==> src/dpm_params.svh <==
`ifndef DPM_PARAMS_SVH
`define DPM_PARAMS_SVH

// ----------------------------------------------------------------------------
// Clock
// ----------------------------------------------------------------------------
`define DPM_CLK_PERIOD_NS      10

// ----------------------------------------------------------------------------
// Port timing of the dual-port memory, in ns
// ----------------------------------------------------------------------------
`define DPM_SELECT_ACCESS_NS   20
`define DPM_DRIVE_ACCESS_NS    12
`define DPM_WRITE_DATA_SETUP_NS 15
`define DPM_FLOWTHROUGH_NS     30
`define DPM_BUSY_SETTLE_NS     20
`define DPM_TOKEN_OP_GAP_NS    10
`define DPM_TOKEN_WR_RD_NS     10

// ----------------------------------------------------------------------------
// Geometry and token latches
// ----------------------------------------------------------------------------
`define DPM_ADDR_W             12
`define DPM_DATA_W             8
`define DPM_TOKEN_ADDR_W       3
`define DPM_TOKEN_BIT          0
`define DPM_TAKE_POLLS         16
`define DPM_TIMER_W            8

`endif

==> src/dpm_pkg.sv <==
package dpm_pkg;

  // --------------------------------------------------------------------------
  // Requests the host accepts on its user side
  // --------------------------------------------------------------------------
  typedef enum logic [2:0] {
    DPM_OP_MEM_RD   = 3'h0,
    DPM_OP_MEM_WR   = 3'h1,
    DPM_OP_SEM_RD   = 3'h2,
    DPM_OP_SEM_WR   = 3'h3,
    DPM_OP_SEM_TAKE = 3'h4
  } dpm_op_type;

  // --------------------------------------------------------------------------
  // Pin sequencer states, one-hot
  // --------------------------------------------------------------------------
  typedef enum logic [4:0] {
    DPM_ST_IDLE = 5'h01,
    DPM_ST_ARB  = 5'h02,
    DPM_ST_ACC  = 5'h04,
    DPM_ST_REL  = 5'h08,
    DPM_ST_GAP  = 5'h10
  } dpm_state_type;

endpackage

==> src/dpm_host.sv <==
// Behaviour
// - Write ends on rising read/write select
// - Read waits out cross-port flowthrough delay
// - Read asserts output enable with select
// - Token read uses token select, output enable
// - Hold writes until busy input settles
// - Take token: write zero, read back, poll
// - Token gap and write-to-read delay respected
`timescale 1ns/1ps
`include "dpm_params.svh"

module dpm_host
  import dpm_pkg::*;
#(
  parameter int AW             = `DPM_ADDR_W,
  parameter int DW             = `DPM_DATA_W,
  parameter int POLLS          = `DPM_TAKE_POLLS,
  parameter int SEL_ACCESS_NS  = `DPM_SELECT_ACCESS_NS,
  parameter int DRV_ACCESS_NS  = `DPM_DRIVE_ACCESS_NS,
  parameter int WR_SETUP_NS    = `DPM_WRITE_DATA_SETUP_NS,
  parameter int FLOW_NS        = `DPM_FLOWTHROUGH_NS,
  parameter int BUSY_SETTLE_NS = `DPM_BUSY_SETTLE_NS,
  parameter int TOK_GAP_NS     = `DPM_TOKEN_OP_GAP_NS,
  parameter int TOK_WR_RD_NS   = `DPM_TOKEN_WR_RD_NS
) (
  input  wire logic          clk,
  input  wire logic          srst,
  input  wire logic          clk_en,
  input  wire logic          req_valid,
  output logic               req_ready,
  input  wire dpm_op_type    req_op,
  input  wire logic [AW-1:0] req_addr,
  input  wire logic [DW-1:0] req_wdata,
  output logic               rsp_valid,
  output logic [DW-1:0]      rsp_rdata,
  output logic               rsp_busy,
  output logic               mailbox_pending,
  output logic               mem_select_n,
  output logic               token_latch_select_n,
  output logic               read_write_n,
  output logic               output_enable_n,
  output logic [AW-1:0]      mem_addr,
  output logic [DW-1:0]      data_out,
  output logic               data_oe,
  input  wire logic [DW-1:0] data_in,
  input  wire logic          busy_n,
  input  wire logic          int_n
);

  localparam int TW = `DPM_TIMER_W;

  // ------------------------------------------------------------------------
  // Cycle counts derived from the port timing
  // ------------------------------------------------------------------------
  function automatic int cyc_up(input int ns);
    int c;
    c = (ns + `DPM_CLK_PERIOD_NS - 1) / `DPM_CLK_PERIOD_NS;
    return (c < 1) ? 1 : c;
  endfunction

  function automatic int imax(input int a, input int b);
    return (a > b) ? a : b;
  endfunction

  // Read wait also covers a write in flight on the other port
  localparam int RD_CYC     = imax(imax(cyc_up(SEL_ACCESS_NS), cyc_up(DRV_ACCESS_NS)), cyc_up(FLOW_NS));
  localparam int SRD_CYC    = cyc_up(DRV_ACCESS_NS);
  localparam int WR_CYC     = cyc_up(WR_SETUP_NS);
  localparam int SETTLE_CYC = cyc_up(BUSY_SETTLE_NS);
  localparam int GAP_CYC    = imax(cyc_up(TOK_GAP_NS), cyc_up(TOK_WR_RD_NS));

  function automatic logic is_token(input dpm_op_type op);
    return (op == DPM_OP_SEM_RD) || (op == DPM_OP_SEM_WR) || (op == DPM_OP_SEM_TAKE);
  endfunction

  // ------------------------------------------------------------------------
  // State
  // ------------------------------------------------------------------------
  typedef struct packed {
    dpm_state_type st;
    dpm_op_type    op;
    logic [AW-1:0] addr;
    logic [DW-1:0] wdata;
    logic [DW-1:0] rdata;
    logic          ce_n;
    logic          sem_n;
    logic          rw_n;
    logic          oe_n;
    logic          data_oe;
    logic          rsp_valid;
    logic          busy_seen;
    logic          irq;
    logic [7:0]    polls;
  } dpm_host_state_type;

  localparam dpm_host_state_type ST_RESET = '{
    st: DPM_ST_IDLE, op: DPM_OP_MEM_RD, addr: '0, wdata: '0, rdata: '0,
    ce_n: '1, sem_n: '1, rw_n: '1, oe_n: '1, data_oe: '0,
    rsp_valid: '0, busy_seen: '0, irq: '0, polls: '0
  };

  dpm_host_state_type st_ff;
  dpm_host_state_type nxt_st;
  logic               tmr_load;
  logic [TW-1:0]      tmr_val;
  logic               tmr_done;
  logic               repoll;

  dpm_tmr #(
    .W (TW)
  ) u_tmr (
    .clk      (clk),
    .srst     (srst),
    .clk_en   (clk_en),
    .load     (tmr_load),
    .load_val (tmr_val),
    .done     (tmr_done)
  );

  // ------------------------------------------------------------------------
  // Pin sequencer
  // ------------------------------------------------------------------------
  always_comb begin
    nxt_st           = st_ff;
    nxt_st.rsp_valid = 1'b0;
    nxt_st.irq       = ~int_n;
    tmr_load         = 1'b0;
    tmr_val          = '0;
    repoll           = (st_ff.op == DPM_OP_SEM_TAKE) && !st_ff.data_oe &&
                       st_ff.rdata[`DPM_TOKEN_BIT] && (st_ff.polls != '0);
    case (st_ff.st)
      DPM_ST_IDLE: begin
        if (req_valid) begin
          nxt_st.op        = req_op;
          nxt_st.wdata     = req_wdata;
          nxt_st.busy_seen = 1'b0;
          nxt_st.polls     = 8'(POLLS);
          tmr_load         = 1'b1;
          nxt_st.addr      = req_addr;
          if (is_token(req_op)) begin
            // Only the latch index is driven; upper lines are parked low
            nxt_st.addr  = {{(AW-`DPM_TOKEN_ADDR_W){1'b0}}, req_addr[`DPM_TOKEN_ADDR_W-1:0]};
            nxt_st.sem_n = 1'b0;
            nxt_st.st    = DPM_ST_ACC;
            if (req_op == DPM_OP_SEM_RD) begin
              nxt_st.oe_n = 1'b0;
              tmr_val     = TW'(SRD_CYC);
            end else begin
              nxt_st.rw_n    = 1'b0;
              nxt_st.data_oe = 1'b1;
              tmr_val        = TW'(WR_CYC);
              if (req_op == DPM_OP_SEM_TAKE) begin
                nxt_st.wdata = '0;
              end
            end
          end else begin
            nxt_st.ce_n = 1'b0;
            tmr_val     = TW'(SETTLE_CYC);
            nxt_st.st   = DPM_ST_ARB;
          end
        end
      end
      DPM_ST_ARB: begin
        // A lost contention would drop a write or a mailbox clear, so wait
        if (tmr_done) begin
          if (!busy_n) begin
            nxt_st.busy_seen = 1'b1;
          end else begin
            tmr_load  = 1'b1;
            nxt_st.st = DPM_ST_ACC;
            if (st_ff.op == DPM_OP_MEM_WR) begin
              nxt_st.rw_n    = 1'b0;
              nxt_st.data_oe = 1'b1;
              tmr_val        = TW'(WR_CYC);
            end else begin
              nxt_st.oe_n = 1'b0;
              tmr_val     = TW'(RD_CYC);
            end
          end
        end
      end
      DPM_ST_ACC: begin
        if (tmr_done) begin
          nxt_st.st = DPM_ST_REL;
          if (!st_ff.oe_n) begin
            nxt_st.rdata = data_in;
            nxt_st.oe_n  = 1'b1;
          end else begin
            nxt_st.rw_n = 1'b1;
          end
        end
      end
      DPM_ST_REL: begin
        // Data is still driven here, giving hold after the terminating edge
        nxt_st.ce_n    = 1'b1;
        nxt_st.sem_n   = 1'b1;
        nxt_st.data_oe = 1'b0;
        if ((is_token(st_ff.op) && st_ff.data_oe) || repoll) begin
          tmr_load  = 1'b1;
          tmr_val   = TW'(GAP_CYC);
          nxt_st.st = DPM_ST_GAP;
          if (repoll) begin
            nxt_st.polls = st_ff.polls - 8'h01;
          end
        end else begin
          nxt_st.rsp_valid = 1'b1;
          nxt_st.st        = DPM_ST_IDLE;
        end
      end
      DPM_ST_GAP: begin
        if (tmr_done) begin
          if (st_ff.op == DPM_OP_SEM_TAKE) begin
            nxt_st.sem_n = 1'b0;
            nxt_st.oe_n  = 1'b0;
            tmr_load     = 1'b1;
            tmr_val      = TW'(SRD_CYC);
            nxt_st.st    = DPM_ST_ACC;
          end else begin
            nxt_st.rsp_valid = 1'b1;
            nxt_st.st        = DPM_ST_IDLE;
          end
        end
      end
      default: begin
        nxt_st = ST_RESET;
      end
    endcase
  end

  always_ff @(posedge clk) begin
    if (srst) begin
      st_ff <= ST_RESET;
    end else if (clk_en) begin
      st_ff <= nxt_st;
    end
  end

  // ------------------------------------------------------------------------
  // Outputs
  // ------------------------------------------------------------------------
  assign req_ready            = (st_ff.st == DPM_ST_IDLE);
  assign rsp_valid            = st_ff.rsp_valid;
  assign rsp_rdata            = st_ff.rdata;
  assign rsp_busy             = st_ff.busy_seen;
  assign mailbox_pending      = st_ff.irq;
  assign mem_select_n         = st_ff.ce_n;
  assign token_latch_select_n = st_ff.sem_n;
  assign read_write_n         = st_ff.rw_n;
  assign output_enable_n      = st_ff.oe_n;
  assign mem_addr             = st_ff.addr;
  assign data_out             = st_ff.wdata;
  assign data_oe              = st_ff.data_oe;

  // ------------------------------------------------------------------------
  // Checks
  // ------------------------------------------------------------------------
  logic [7:0] wr_lo_cnt;
  logic [7:0] oe_lo_cnt;
  logic [7:0] gap_cnt;
  logic       tok_wr_seen;

  // Saturating run lengths of the strobes, for the timing checks only
  always_ff @(posedge clk) begin
    if (srst) begin
      wr_lo_cnt   <= '0;
      oe_lo_cnt   <= '0;
      gap_cnt     <= '0;
      tok_wr_seen <= 1'b0;
    end else if (clk_en) begin
      wr_lo_cnt <= (st_ff.rw_n || !st_ff.data_oe) ? 8'h00 : wr_lo_cnt + {7'h00, wr_lo_cnt != 8'hff};
      oe_lo_cnt <= st_ff.oe_n ? 8'h00 : oe_lo_cnt + {7'h00, oe_lo_cnt != 8'hff};
      gap_cnt   <= !st_ff.sem_n ? 8'h00 : gap_cnt + {7'h00, gap_cnt != 8'hff};
      if (!st_ff.sem_n) begin
        tok_wr_seen <= !st_ff.rw_n || (tok_wr_seen && st_ff.oe_n);
      end
    end
  end

  a_write_setup: assert property (@(posedge clk) disable iff (srst)
    $rose(st_ff.rw_n) |-> st_ff.data_oe && (wr_lo_cnt >= 8'(WR_CYC)))
    else $error("write ended before data setup or without data driven");

  a_read_flow: assert property (@(posedge clk) disable iff (srst)
    $rose(st_ff.oe_n) && !st_ff.ce_n |-> oe_lo_cnt >= 8'(RD_CYC))
    else $error("memory data sampled before flowthrough delay");

  a_read_select: assert property (@(posedge clk) disable iff (srst)
    !st_ff.oe_n |-> (!st_ff.ce_n || !st_ff.sem_n) && st_ff.rw_n && !st_ff.data_oe)
    else $error("output enable without a select or during a write");

  a_token_select: assert property (@(posedge clk) disable iff (srst)
    !st_ff.sem_n |-> st_ff.ce_n)
    else $error("token select and memory select both low");

  a_busy_hold: assert property (@(posedge clk) disable iff (srst)
    $fell(st_ff.rw_n) && !st_ff.ce_n |-> $past(busy_n) && $past(st_ff.ce_n, SETTLE_CYC) == 1'b0)
    else $error("memory write started before busy settled");

  a_take_poll: assert property (@(posedge clk) disable iff (srst)
    st_ff.rsp_valid && st_ff.op == DPM_OP_SEM_TAKE && st_ff.rdata[`DPM_TOKEN_BIT] |-> st_ff.polls == '0)
    else $error("take returned unowned token before polls ran out");

  a_token_gap: assert property (@(posedge clk) disable iff (srst)
    $fell(st_ff.sem_n) && tok_wr_seen && !st_ff.oe_n |-> gap_cnt >= 8'(GAP_CYC))
    else $error("token read too soon after token write");

endmodule // dpm_host

==> src/dpm_tmr.sv <==
`timescale 1ns/1ps
`include "dpm_params.svh"

// Load N, done is high in the Nth cycle in the loaded state
module dpm_tmr
  import dpm_pkg::*;
#(
  parameter int W = `DPM_TIMER_W
) (
  input  wire logic         clk,
  input  wire logic         srst,
  input  wire logic         clk_en,
  input  wire logic         load,
  input  wire logic [W-1:0] load_val,
  output logic              done
);

  typedef struct packed {
    logic [W-1:0] cnt;
  } dpm_tmr_state_type;

  dpm_tmr_state_type tmr_ff;
  dpm_tmr_state_type nxt_tmr;

  // ------------------------------------------------------------------------
  // Next count
  // ------------------------------------------------------------------------
  always_comb begin
    nxt_tmr = tmr_ff;
    if (load) begin
      nxt_tmr.cnt = load_val - W'(1);
    end else if (tmr_ff.cnt != '0) begin
      nxt_tmr.cnt = tmr_ff.cnt - W'(1);
    end
  end

  // Frozen with the rest of the host while clk_en is low
  always_ff @(posedge clk) begin
    if (srst) begin
      tmr_ff <= '0;
    end else if (clk_en) begin
      tmr_ff <= nxt_tmr;
    end
  end

  assign done = (tmr_ff.cnt == '0);

endmodule // dpm_tmr

==> config.mk <==
export PLATFORM = sky130hd
export DESIGN_NAME = dpm_host
export DESIGN_NICKNAME = d
export VERILOG_FILES = /design/src/dpm_pkg.sv /design/src/dpm_host.sv /design/src/dpm_tmr.sv
export VERILOG_INCLUDE_DIRS = /design/src /design/src/src
export SDC_FILE = /design/constraint.sdc
export NUM_CORES = 1
export LEC_CHECK = 0
export BUFFER_PORTS_ARGS = -buffer_cell sky130_fd_sc_hd__buf_4
export CAP_MARGIN = 20
export CORE_MARGIN = 3
export CORE_UTILIZATION = 48
export DETAILED_ROUTE_END_ITERATION = 8
export GPL_ROUTABILITY_DRIVEN = 0
export GPL_TIMING_DRIVEN = 0
export PLACE_DENSITY = 0.86
export SYNTH_ARGS = -nofsm -noshare
export SYNTH_HDL_FRONTEND = slang
export SYNTH_SLANG_ARGS = --single-unit
==> constraint.sdc <==
create_clock -name clk -period 2.6 [get_ports clk]
set_input_delay 0.26 -clock clk [delete_from_list [all_inputs] [get_ports clk]]
set_output_delay 0.26 -clock clk [all_outputs]
set_load 0.01 [all_outputs]
# --- Word-level counts from Yosys, hierarchy flattened ---
# Index checks and enable logic that the tools add are counted.
totals:
  output_inout_bits: 37
  elab_cells: 155
  register_bits: 60
  input_bits: 37
op_classes:
  bitwise_logic: 9
  reduce_logical: 33
  mux: 66
  add_sub_neg: 3
  eq_ne: 29
ops:
  columns: ["op", "count"]
  rows:
  - ["$mux W8", 11]
  - ["$pmux W23 S2", 1]
  - ["$pmux W8 S4", 1]
  - ["$mux W5", 6]
  - ["$ne A2 B2 Y1 const B", 15]
  - ["$mux W28", 1]
  - ["$mux W1", 25]
  - ["$pmux W5 S5", 1]
  - ["$pmux W8 S3", 1]
  - ["$sub A8 B1 Y8 const B", 3]
  - ["$mux W20", 1]
  - ["$pmux W8 S2", 1]
  - ["$reduce_bool A8 Y1", 2]
  - ["$eq A3 B2 Y1 const B", 4]
  - ["$mux W3", 4]
  - ["$reduce_and A6 Y1", 2]
  - ["$reduce_and A11 Y1", 1]
  - ["$reduce_and A10 Y1", 1]
  - ["$reduce_and A5 Y1", 2]
  - ["$not A1 Y1", 9]
  - ["$pmux W1 S3", 3]
  - ["$logic_not A8 Y1", 1]
  - ["$mux W2", 4]
  - ["$pmux W1 S4", 2]
  - ["other kinds (23)", 38]

# --- Longest topological paths before layout ---
# Gate-level depths: netlist (run 1).
depth:
  depth_word: 9
  depth_mapped: 11
  ltp_nobuf: 11

# --- Modules after synthesis ---
# Synthesis (run 1) repeated with hierarchy kept, for this count alone.
hier_totals:
  hier_cells: 386
  area_unflattened_um2: 3400.8
modules_own_cells:
  columns: ["mod", "area_each_um2", "n_inst", "seq_area_each_um2", "cells_per_inst"]
  rows:
  - ["dpm_host", 2736.4, 1, 1041.0, 303]
  - ["dpm_tmr", 664.4, 1, 160.2, 83]

# --- Worst setup path after synthesis (run 1) ---
# OpenSTA, ideal clock, no wires.
synth_path:
  path_kind: "register -> register"
  startpoint: "reg st_ff[3] (netlist name)"
  endpoint: "reg u_tmr.tmr_ff[4] (netlist name)"
  path_stages_with_launch: 10
  setup_ps: 126
  path_slack_ps: 130
  t_required_ps: 2474
  n_path_buf: 0
  synth_period_minus_slack_ps: 2470
  arrival_ps: 2344
  cell_sequence: "dfxtp_1 > or4_4 > o311ai_4 > a21oi_2 > a211oi_2 > ha_1 > nand2_1 > nor4_1 > xnor2_1 > a21oi_1"
synth_via:
  elab_chain_cells: 7
  word_cells_on_any_way: 11
  cone_classes: "add/sub: 1; mux: 5; reduce/logical: 5"
synth_rtl:
  columns: ["item", "line_no", "source"]
  rows:
  - ["from (decl)", "dpm_host.sv:102", "dpm_host_state_type st_ff;"]
  - ["from (signal assigned)", "dpm_host.sv:234", "st_ff <= nxt_st;"]
  - ["$reduce_bool A8 Y1 (*)", "dpm_host.sv:130", "st_ff.rdata[`DPM_TOKEN_BIT] && (st_ff.polls != '0);"]
  - ["$logic_and A1 B1 Y1 (*)", "dpm_host.sv:129", "repoll = (st_ff.op == DPM_OP_SEM_TAKE) && !st_ff.data_oe &&"]
  - ["$logic_or A1 B1 Y1 (*)", "dpm_host.sv:198", "if ((is_token(st_ff.op) && st_ff.data_oe) || repoll) begin"]
  - ["$mux W1", "dpm_host.sv:198", null]
  - ["$pmux W8 S4 or $pmux W1 S4 (tied branches)", "dpm_host.sv:131", "case (st_ff.st)"]
  - ["$sub A8 B1 Y8 or $reduce_bool A2 Y1 (tied branches)", null, null]
  - ["$mux W8 or $reduce_and A2 Y1 (tied branches)", null, null]
  - ["to (signal assigned)", "dpm_tmr.sv:42", "tmr_ff <= nxt_tmr;"]
  - ["to (decl)", "dpm_tmr.sv:22", "dpm_tmr_state_type tmr_ff;"]
# Mark *: on every way between the ends. The rest lies on a longest branch, timed or not.
# A chain may end at the register's enable or synchronous reset.

# --- Final worst setup path (run 1) ---
layout_path:
  startpoint: "reg st_ff[48] (netlist name)"
  endpoint: "reg u_tmr.tmr_ff[4] (netlist name)"
layout_via:
  elab_chain_cells: 4
  word_cells_on_any_way: 10
  cone_classes: "add/sub: 1; eq/ne: 4; mux: 3; reduce/logical: 2"
layout_rtl:
  columns: ["item", "line_no"]
  rows:
  - ["$eq A5 B5 Y1, or another cell as far along", "dpm_host.sv:131"]
  - ["$pmux W8 S4 or $pmux W1 S4 (tied branches)", "dpm_host.sv:131"]
  - ["$sub A8 B1 Y8 or $reduce_bool A2 Y1 (tied branches)", null]
  - ["$mux W8 or $reduce_and A2 Y1 (tied branches)", null]
# Several ways; a longest one is shown, not always the timed one.

==> results.sh, run 1 <==
export IMPL_vias=2910
export IMPL_layout_cells_most_common="sky130_fd_sc_hd__buf_4"
export IMPL_drt_pass1_iter_count=5
export IMPL_final_util_pct=66.8
export IMPL_achievable_frequency_mhz=395
export IMPL_route_detailed_drc=0
export IMPL_vdd_ir_drop_max_uv=583
export IMPL_timing_hold_violations_final=0
export IMPL_antenna_left=0
export IMPL_placeableCoreArea_um2=6060
export IMPL_worst_endpoint_required_ns=2.83
export IMPL_timing_worst_slew_pin_value_ns=0.704
export IMPL_timing_critical_path_from_type="flip-flop"
export IMPL_vias_per_cell=5.69
export IMPL_critPathCaptureType="flip-flop"
export IMPL_final_cells=511
export IMPL_vias_in_the_first_global_route=2793
export IMPL_clock_insertion_delay_worst_skew_ns=0.34
export IMPL_antenna_diodes=0
export IMPL_holdBufCountCts=0
export IMPL_clk_pin_slew_worst_paths_ns=0.07
export IMPL_synthArstFlopShare_pct=0
export IMPL_cts_max_path_buffers=2
export IMPL_dieHeight_um=86.0
export IMPL_routedWlPerCell_um=16.0
export IMPL_powerDensity_nw_per_um2=709
export IMPL_detailedRoute_firstIterationViolations=234
export IMPL_tritoncts_clock_tree="yes"
export IMPL_grt_setup_unrepaired="yes"
export IMPL_global_route_usage_total_pct=22.2
export IMPL_worstHoldPathCells=2
export IMPL_setup_viol_count_final=0
export IMPL_yosysWarnings=0
export IMPL_antenna_found_initial=0
export IMPL_crit_type="reg -> reg"
export IMPL_die_x_um=86.0
export IMPL_synth_area_um2=3070
export IMPL_crit_path_max_fanout=5
export IMPL_static_power_due_to_leakage_nw=1.75
export IMPL_timing_final_crit_period_ns=2.53
export IMPL_final_layout_size_suffix_gt1_share_pct=37.2
export IMPL_dpl_cell_count=487
export IMPL_input_output_buffers=72
export IMPL_placementRows=28
export IMPL_dpl_hpwl_um=5850
export IMPL_grt_ovfl_total=0
export IMPL_tritoncts_num_buffers=9
export IMPL_grt_pass1_wl_um=13100
export IMPL_ioPinCount=74
export IMPL_ys_seq_area_share_pct=39.1
export IMPL_post_dp_cell_area_um2=3700
export IMPL_synth_edf_count=0
export IMPL_reg2regPathDepth=9
export IMPL_clockRootBuffer="sky130_fd_sc_hd__clkbuf_8"
export IMPL_yosys_cell_types_count=64
export IMPL_postSynthAreaPerCell_um2=9.03
export IMPL_finalNetCount=470
export IMPL_layout_common_cells="109 x sky130_fd_sc_hd__buf_4, 58 x sky130_fd_sc_hd__dfxtp_1, 29 x sky130_fd_sc_hd__nor2_1"
export IMPL_grt_max_degree=11
export IMPL_h_tree_depth=3
export IMPL_postSynthNetCount=379
export IMPL_outcome="complete, no violations"
export IMPL_worst_slew_margin_rel_pct=52.9
export IMPL_synth_cells=340
export IMPL_cap_viol_max_count=0
export IMPL_holdCritPathClass="in -> reg"
export IMPL_route_final_wire_length_um=8190
export IMPL_postSynth_topFlopCell="sky130_fd_sc_hd__dfxtp_1"
export IMPL_area_delta_synth_final_pct=32.0
export IMPL_yosys_register_bits=60
export IMPL_cp_arrival_ns=2.76
export IMPL_layout_cell_area_non_filler_um2=4050
export IMPL_clock_sink_count=60
export IMPL_start_util_pct=50.6
export IMPL_worst_clock_skew_ns=0.00800
export IMPL_final_period_utilization_pct=97.4
export IMPL_finalMaxSlewViolations=0
export IMPL_floorplan_die_area_um2=7390
[cell usage after synthesis, drive strengths merged, types with 2 or more instances]
master,number,area [um^2]
a211oi,5,47.5
a21o,4,30.0
a21oi,20,108
a22o,23,201
a31oi,2,12.5
and2,2,12.5
and3,2,13.8
and3b,2,17.5
buf,38,269
clkbuf,7,27.5
dfxtp,60,1200
ha,2,25.0
inv,8,30.0
mux2i,6,60.1
nand2,24,90.1
nand2b,3,18.8
nand3,15,80.1
nand3b,3,22.5
nand4,4,25.0
nor2,29,109
nor2b,5,31.3
nor3,8,45.0
nor3b,5,47.5
nor4,4,46.3
nor4b,3,32.5
o211ai,6,45.0
o21a,3,22.5
o21ai,15,86.3
o311ai,2,42.6
o31ai,2,20.0
or3,3,18.8
or4,2,18.8
xnor2,8,70.1
xor2,2,17.5
[final timing paths]
kind / from / end / slack [ns]
hold / removal: req_addr[7] / mem_addr[7] / 0.13
setup reg to reg: st_ff[48] / u_tmr.tmr_ff[4] / 0.07
hold reg to reg: rsp_rdata[2] / rsp_rdata[2] / 0.46
setup / recovery: st_ff[48] / u_tmr.tmr_ff[4] / 0.07
[power by group]
| group | switching [mW] | internal (mW) | leakage [nW] | total [mW] |
|---|---|---|---|---|
| clock network | 0.364 | 0.565 | 0.107 | 0.929 |
| logic | 0.466 | 0.387 | 1.15 | 0.853 |
| registers | 0.0785 | 1.01 | 0.490 | 1.09 |
[sequential cells by signal, indices dropped and copies added (netlist names)]
signal                flops
rsp_valid                 1
rsp_rdata                 8
u_tmr.tmr_ff              8
mem_addr                 12
token_latch_select_n      1
mailbox_pending           1
data_out                  8
rsp_busy                  1
output_enable_n           1
read_write_n              1
data_oe                   1
st_ff                    16
mem_select_n              1
[what timing repair did]
action                     4_1_cts  5_1_grt
setup buffers                    1        7
gates cloned                     0        0
resized for setup                2       13
pin swaps                        2       10
setup endpoints to repair        2        3
[cell families (layout without fill, tap and decap cells)]
logic type,Yosys count,count (layout),share of synthesized area [%]
muxes,6,6,1.96
adders and majority gates,2,2,0.815
xor gates and xnor gates,10,10,2.85
AOI/OAI and AO/OA,91,91,22.9
DFF,60,60,39.1
and+or+nand+nor,118,118,21.7
buffers and inverters,53,149,10.6
[routing by layer]
| metal | track usage, % | wire length (um) |
|---|---|---|
| met1 | 27.8 | 3410 |
| met2 | 35.4 | 3860 |
| met3 | 6.15 | 708 |
| met4 | 10.1 | 209 |
| met5 | 0 | 0 |
[area by class of cell]
cell class,count,area (um^2)
inverter,8,30.0
fill,466,2010
multi-input combinational,227,1610
timing repair buffer,80,601
clock buffer,12,145
tap,75,93.8
sequential,60,1210
buffer,45,297
clock inverter,4,72.6
[stage by stage]
step                setup slack (ns)  hold WS, ns  power [mW]  setup TNS, ns
finish                        0.0679        0.129        2.87              0
global route                 -0.0781        0.118        3.03         -0.131
CTS                           0.0112        0.121        2.83              0
detailed placement            -0.112        0.446        1.90         -0.212
global placement             -0.0782        0.439        1.87        -0.0782
floorplan                      0.130        0.386        1.65              0
[worst max-delay path: stages, from the launching register on]
cell and delay, ns:
sky130_fd_sc_hd__dfxtp_1 0.36, sky130_fd_sc_hd__or3_1 0.42, sky130_fd_sc_hd__nor4b_2 0.46, sky130_fd_sc_hd__o31ai_4 0.18
sky130_fd_sc_hd__a21oi_1 0.18, sky130_fd_sc_hd__ha_2 0.25, sky130_fd_sc_hd__nand2_2 0.09, sky130_fd_sc_hd__nor4_4 0.25
sky130_fd_sc_hd__xnor2_1 0.15, sky130_fd_sc_hd__a21oi_1 0.08
(Power assumes the default switching activity.)
==> inputs of run 2 (changes only) <==
- CORE_ASPECT_RATIO: unset -> 0.5
==> run 2 against run 1 <==
  * Clock skew fell by 0.0029 ns
  * Highest routed layer unchanged
  * Wire length fell by 1.1%
  * Design area rose by 1.5%
  * First-iteration DRC count rose by 12%
  * Largest cell class unchanged
  * Critical path type unchanged
  * Die area rose by 0.79%
  * Combinational power fell by 2.6%
  * Hold slack improved by 0.018 ns
  * Total power rose by 13%
  * Clock-buffer cell count rose by 1
  * Sequential share of layout area fell by 0.57 points
  * Critical endpoint is now u_tmr.tmr_ff[6]
==> results.sh, run 2 (synthesis gave the netlist of run 1 again) <==
export IMPL_num_fill_cells=420
export IMPL_input_output_buffers=72
export IMPL_vias=2892
export IMPL_clock_insertion_delay_worst_skew_ns=0.32
export IMPL_cp_arrival_ns=2.78
export IMPL_clock_sink_count=60
export IMPL_power_share_combinational_pct=25.7
export IMPL_setup_slack_ns=0.0724
export IMPL_slowest_stage="sky130_fd_sc_hd__or4_4"
export IMPL_grt_pass1_wl_um=12700
export IMPL_floorplan_die_area_um2=7450
export IMPL_crit_type="reg -> reg"
export IMPL_layout_common_cells="105 x sky130_fd_sc_hd__buf_4, 60 x sky130_fd_sc_hd__dfxtp_1, 29 x sky130_fd_sc_hd__nor2_1"
export IMPL_ioPinCount=74
export IMPL_post_dp_cell_area_um2=3710
export IMPL_crit_path_max_fanout=6
export IMPL_cts_max_path_buffers=2
export IMPL_grt_ovfl_total=0
export IMPL_worst_clock_skew_ns=0.00505
export IMPL_finalMaxSlewViolations=0
export IMPL_seq_power_share_pct=33.7
export IMPL_grt_max_degree=11
export IMPL_die_x_um=119
export IMPL_worst_path_buf_inv=0
export IMPL_critPathCaptureType="flip-flop"
export IMPL_intPower_mw=2.30
export IMPL_start_util_pct=52.7
export IMPL_family_with_the_most_delay_on_the_worst_path="compound AO/OA/AOI/OAI gates"
export IMPL_detailedRoute_firstIterationViolations=261
export IMPL_tritoncts_clock_tree="yes"
export IMPL_achievable_frequency_mhz=396
export IMPL_clock_power_share_pct=40.6
export IMPL_timing_hold_violations_final=0
export IMPL_timing_worst_slew_pin_value_ns=0.648
export IMPL_switching_share_pct=28.8
export IMPL_timing_critical_path_from_type="flip-flop"
export IMPL_finalNetCount=466
export IMPL_setup_tns_ns=0
export IMPL_cap_viol_max_count=0
export IMPL_holdCritPathClass="in -> reg"
export IMPL_largest_register="st_ff"
export IMPL_power_net_switching_mw=0.931
export IMPL_antenna_left=0
export IMPL_route_final_wire_length_um=8090
export IMPL_power_total_mw=3.23
export IMPL_worst_slew_margin_rel_pct=56.5
export IMPL_global_route_usage_total_pct=20.8
export IMPL_antenna_found_initial=0
export IMPL_timing_final_crit_period_ns=2.53
export IMPL_final_period_utilization_pct=97.2
export IMPL_layout_cells_most_common="sky130_fd_sc_hd__buf_4"
export IMPL_holdBufCountCts=0
export IMPL_drt_pass1_iter_count=5
export IMPL_clockRootBuffer="sky130_fd_sc_hd__clkbuf_16"
export IMPL_powerDensity_nw_per_um2=786
export IMPL_setup_viol_count_final=0
export IMPL_vias_per_cell=5.60
export IMPL_vias_in_the_first_global_route=2680
export IMPL_dieHeight_um=62.5
export IMPL_outcome="complete, no violations"
export IMPL_routedWlPerCell_um=15.7
export IMPL_detailedPlace_worstSlack_ns=-0.0848
export IMPL_final_util_pct=70.6
export IMPL_h_tree_depth=3
export IMPL_clk_pin_slew_worst_paths_ns=0.05
export IMPL_tritoncts_num_buffers=9
export IMPL_static_power_due_to_leakage_nw=1.78
export IMPL_largest_register_ff_count=16
export IMPL_worst_endpoint_required_ns=2.85
export IMPL_final_layout_size_suffix_gt1_share_pct=35.9
export IMPL_cp_slowest_stage_delay_ns=0.57
export IMPL_area_delta_synth_final_pct=34.0
export IMPL_route_detailed_drc=0
export IMPL_antenna_diodes=0
export IMPL_layout_cell_area_non_filler_um2=4110
export IMPL_dpl_hpwl_um=5680
export IMPL_placementRows=19
export IMPL_critical_path_cell_chain="or4_4 > o311ai_4 > a21oi_2 > a211oi_2 > ha_2 > nand4_1 > a211oi_2 > a21oi_1 > a21oi_1"
export IMPL_vdd_ir_drop_max_uv=403
export IMPL_placeableCoreArea_um2=5820
## run 2: power by group through the flow
stage	registers (mW)	logic (mW)	clock network, mW
2_1_floorplan	1.09	0.559	0
3_3_place_gp	1.10	0.775	0
3_5_place_dp	1.10	0.789	0
4_1_cts	1.08	0.801	1.33
5_1_grt	1.10	0.905	1.38
6_report	1.09	0.831	1.31
## run 2: layout make-up
| type | count | area [um^2] | share of cell area (%) |
|---|---|---|---|
| buffer | 45 | 297 | 7.21 |
| clock buffer | 13 | 270 | 6.57 |
| clock inverter | 3 | 67.6 | 1.64 |
| inverter | 8 | 30.0 | 0.730 |
| multi-input combinational | 227 | 1570 | 38.2 |
| sequential | 60 | 1200 | 29.2 |
| tap | 84 | 105 | 2.55 |
| timing repair buffer | 76 | 571 | 13.9 |
## run 2: worst paths after layout
check | from | end | slack, ns | cells past startpoint
worst max-delay path | st_ff[3] | u_tmr.tmr_ff[6] | 0.07 | 9
worst min-delay path | req_wdata[0] | data_out[0] | 0.15 | 2
worst max register to register | st_ff[3] | u_tmr.tmr_ff[6] | 0.07 | 9
worst min register to register | rsp_rdata[1] | rsp_rdata[1] | 0.45 | 2
## run 2: repair_timing
item | 4_1_cts | 5_1_grt
gates resized for setup | 2 | 4
buffers inserted | 1 | 3
pin swaps | 1 | 3
setup endpoints to repair | 2 | 3
## run 2: routing by layer
metal | global-route usage [%] | routed length (um) | up-vias
met3 | 6.06 | 589 | 35
met2 | 32.6 | 3590 | 151
li1 | - | - | 1384
met5 | 0 | 0 | -
met4 | 8.37 | 310 | 0
met1 | 26.8 | 3600 | 1322
## run 2: stage by stage
step                      hold slack (ns)  std cells
after global routing                0.142        516
after global placement              0.440        496
final                               0.147        516
after detailed placement            0.443        496
after floorplan                     0.386        340
after CTS                           0.140        513
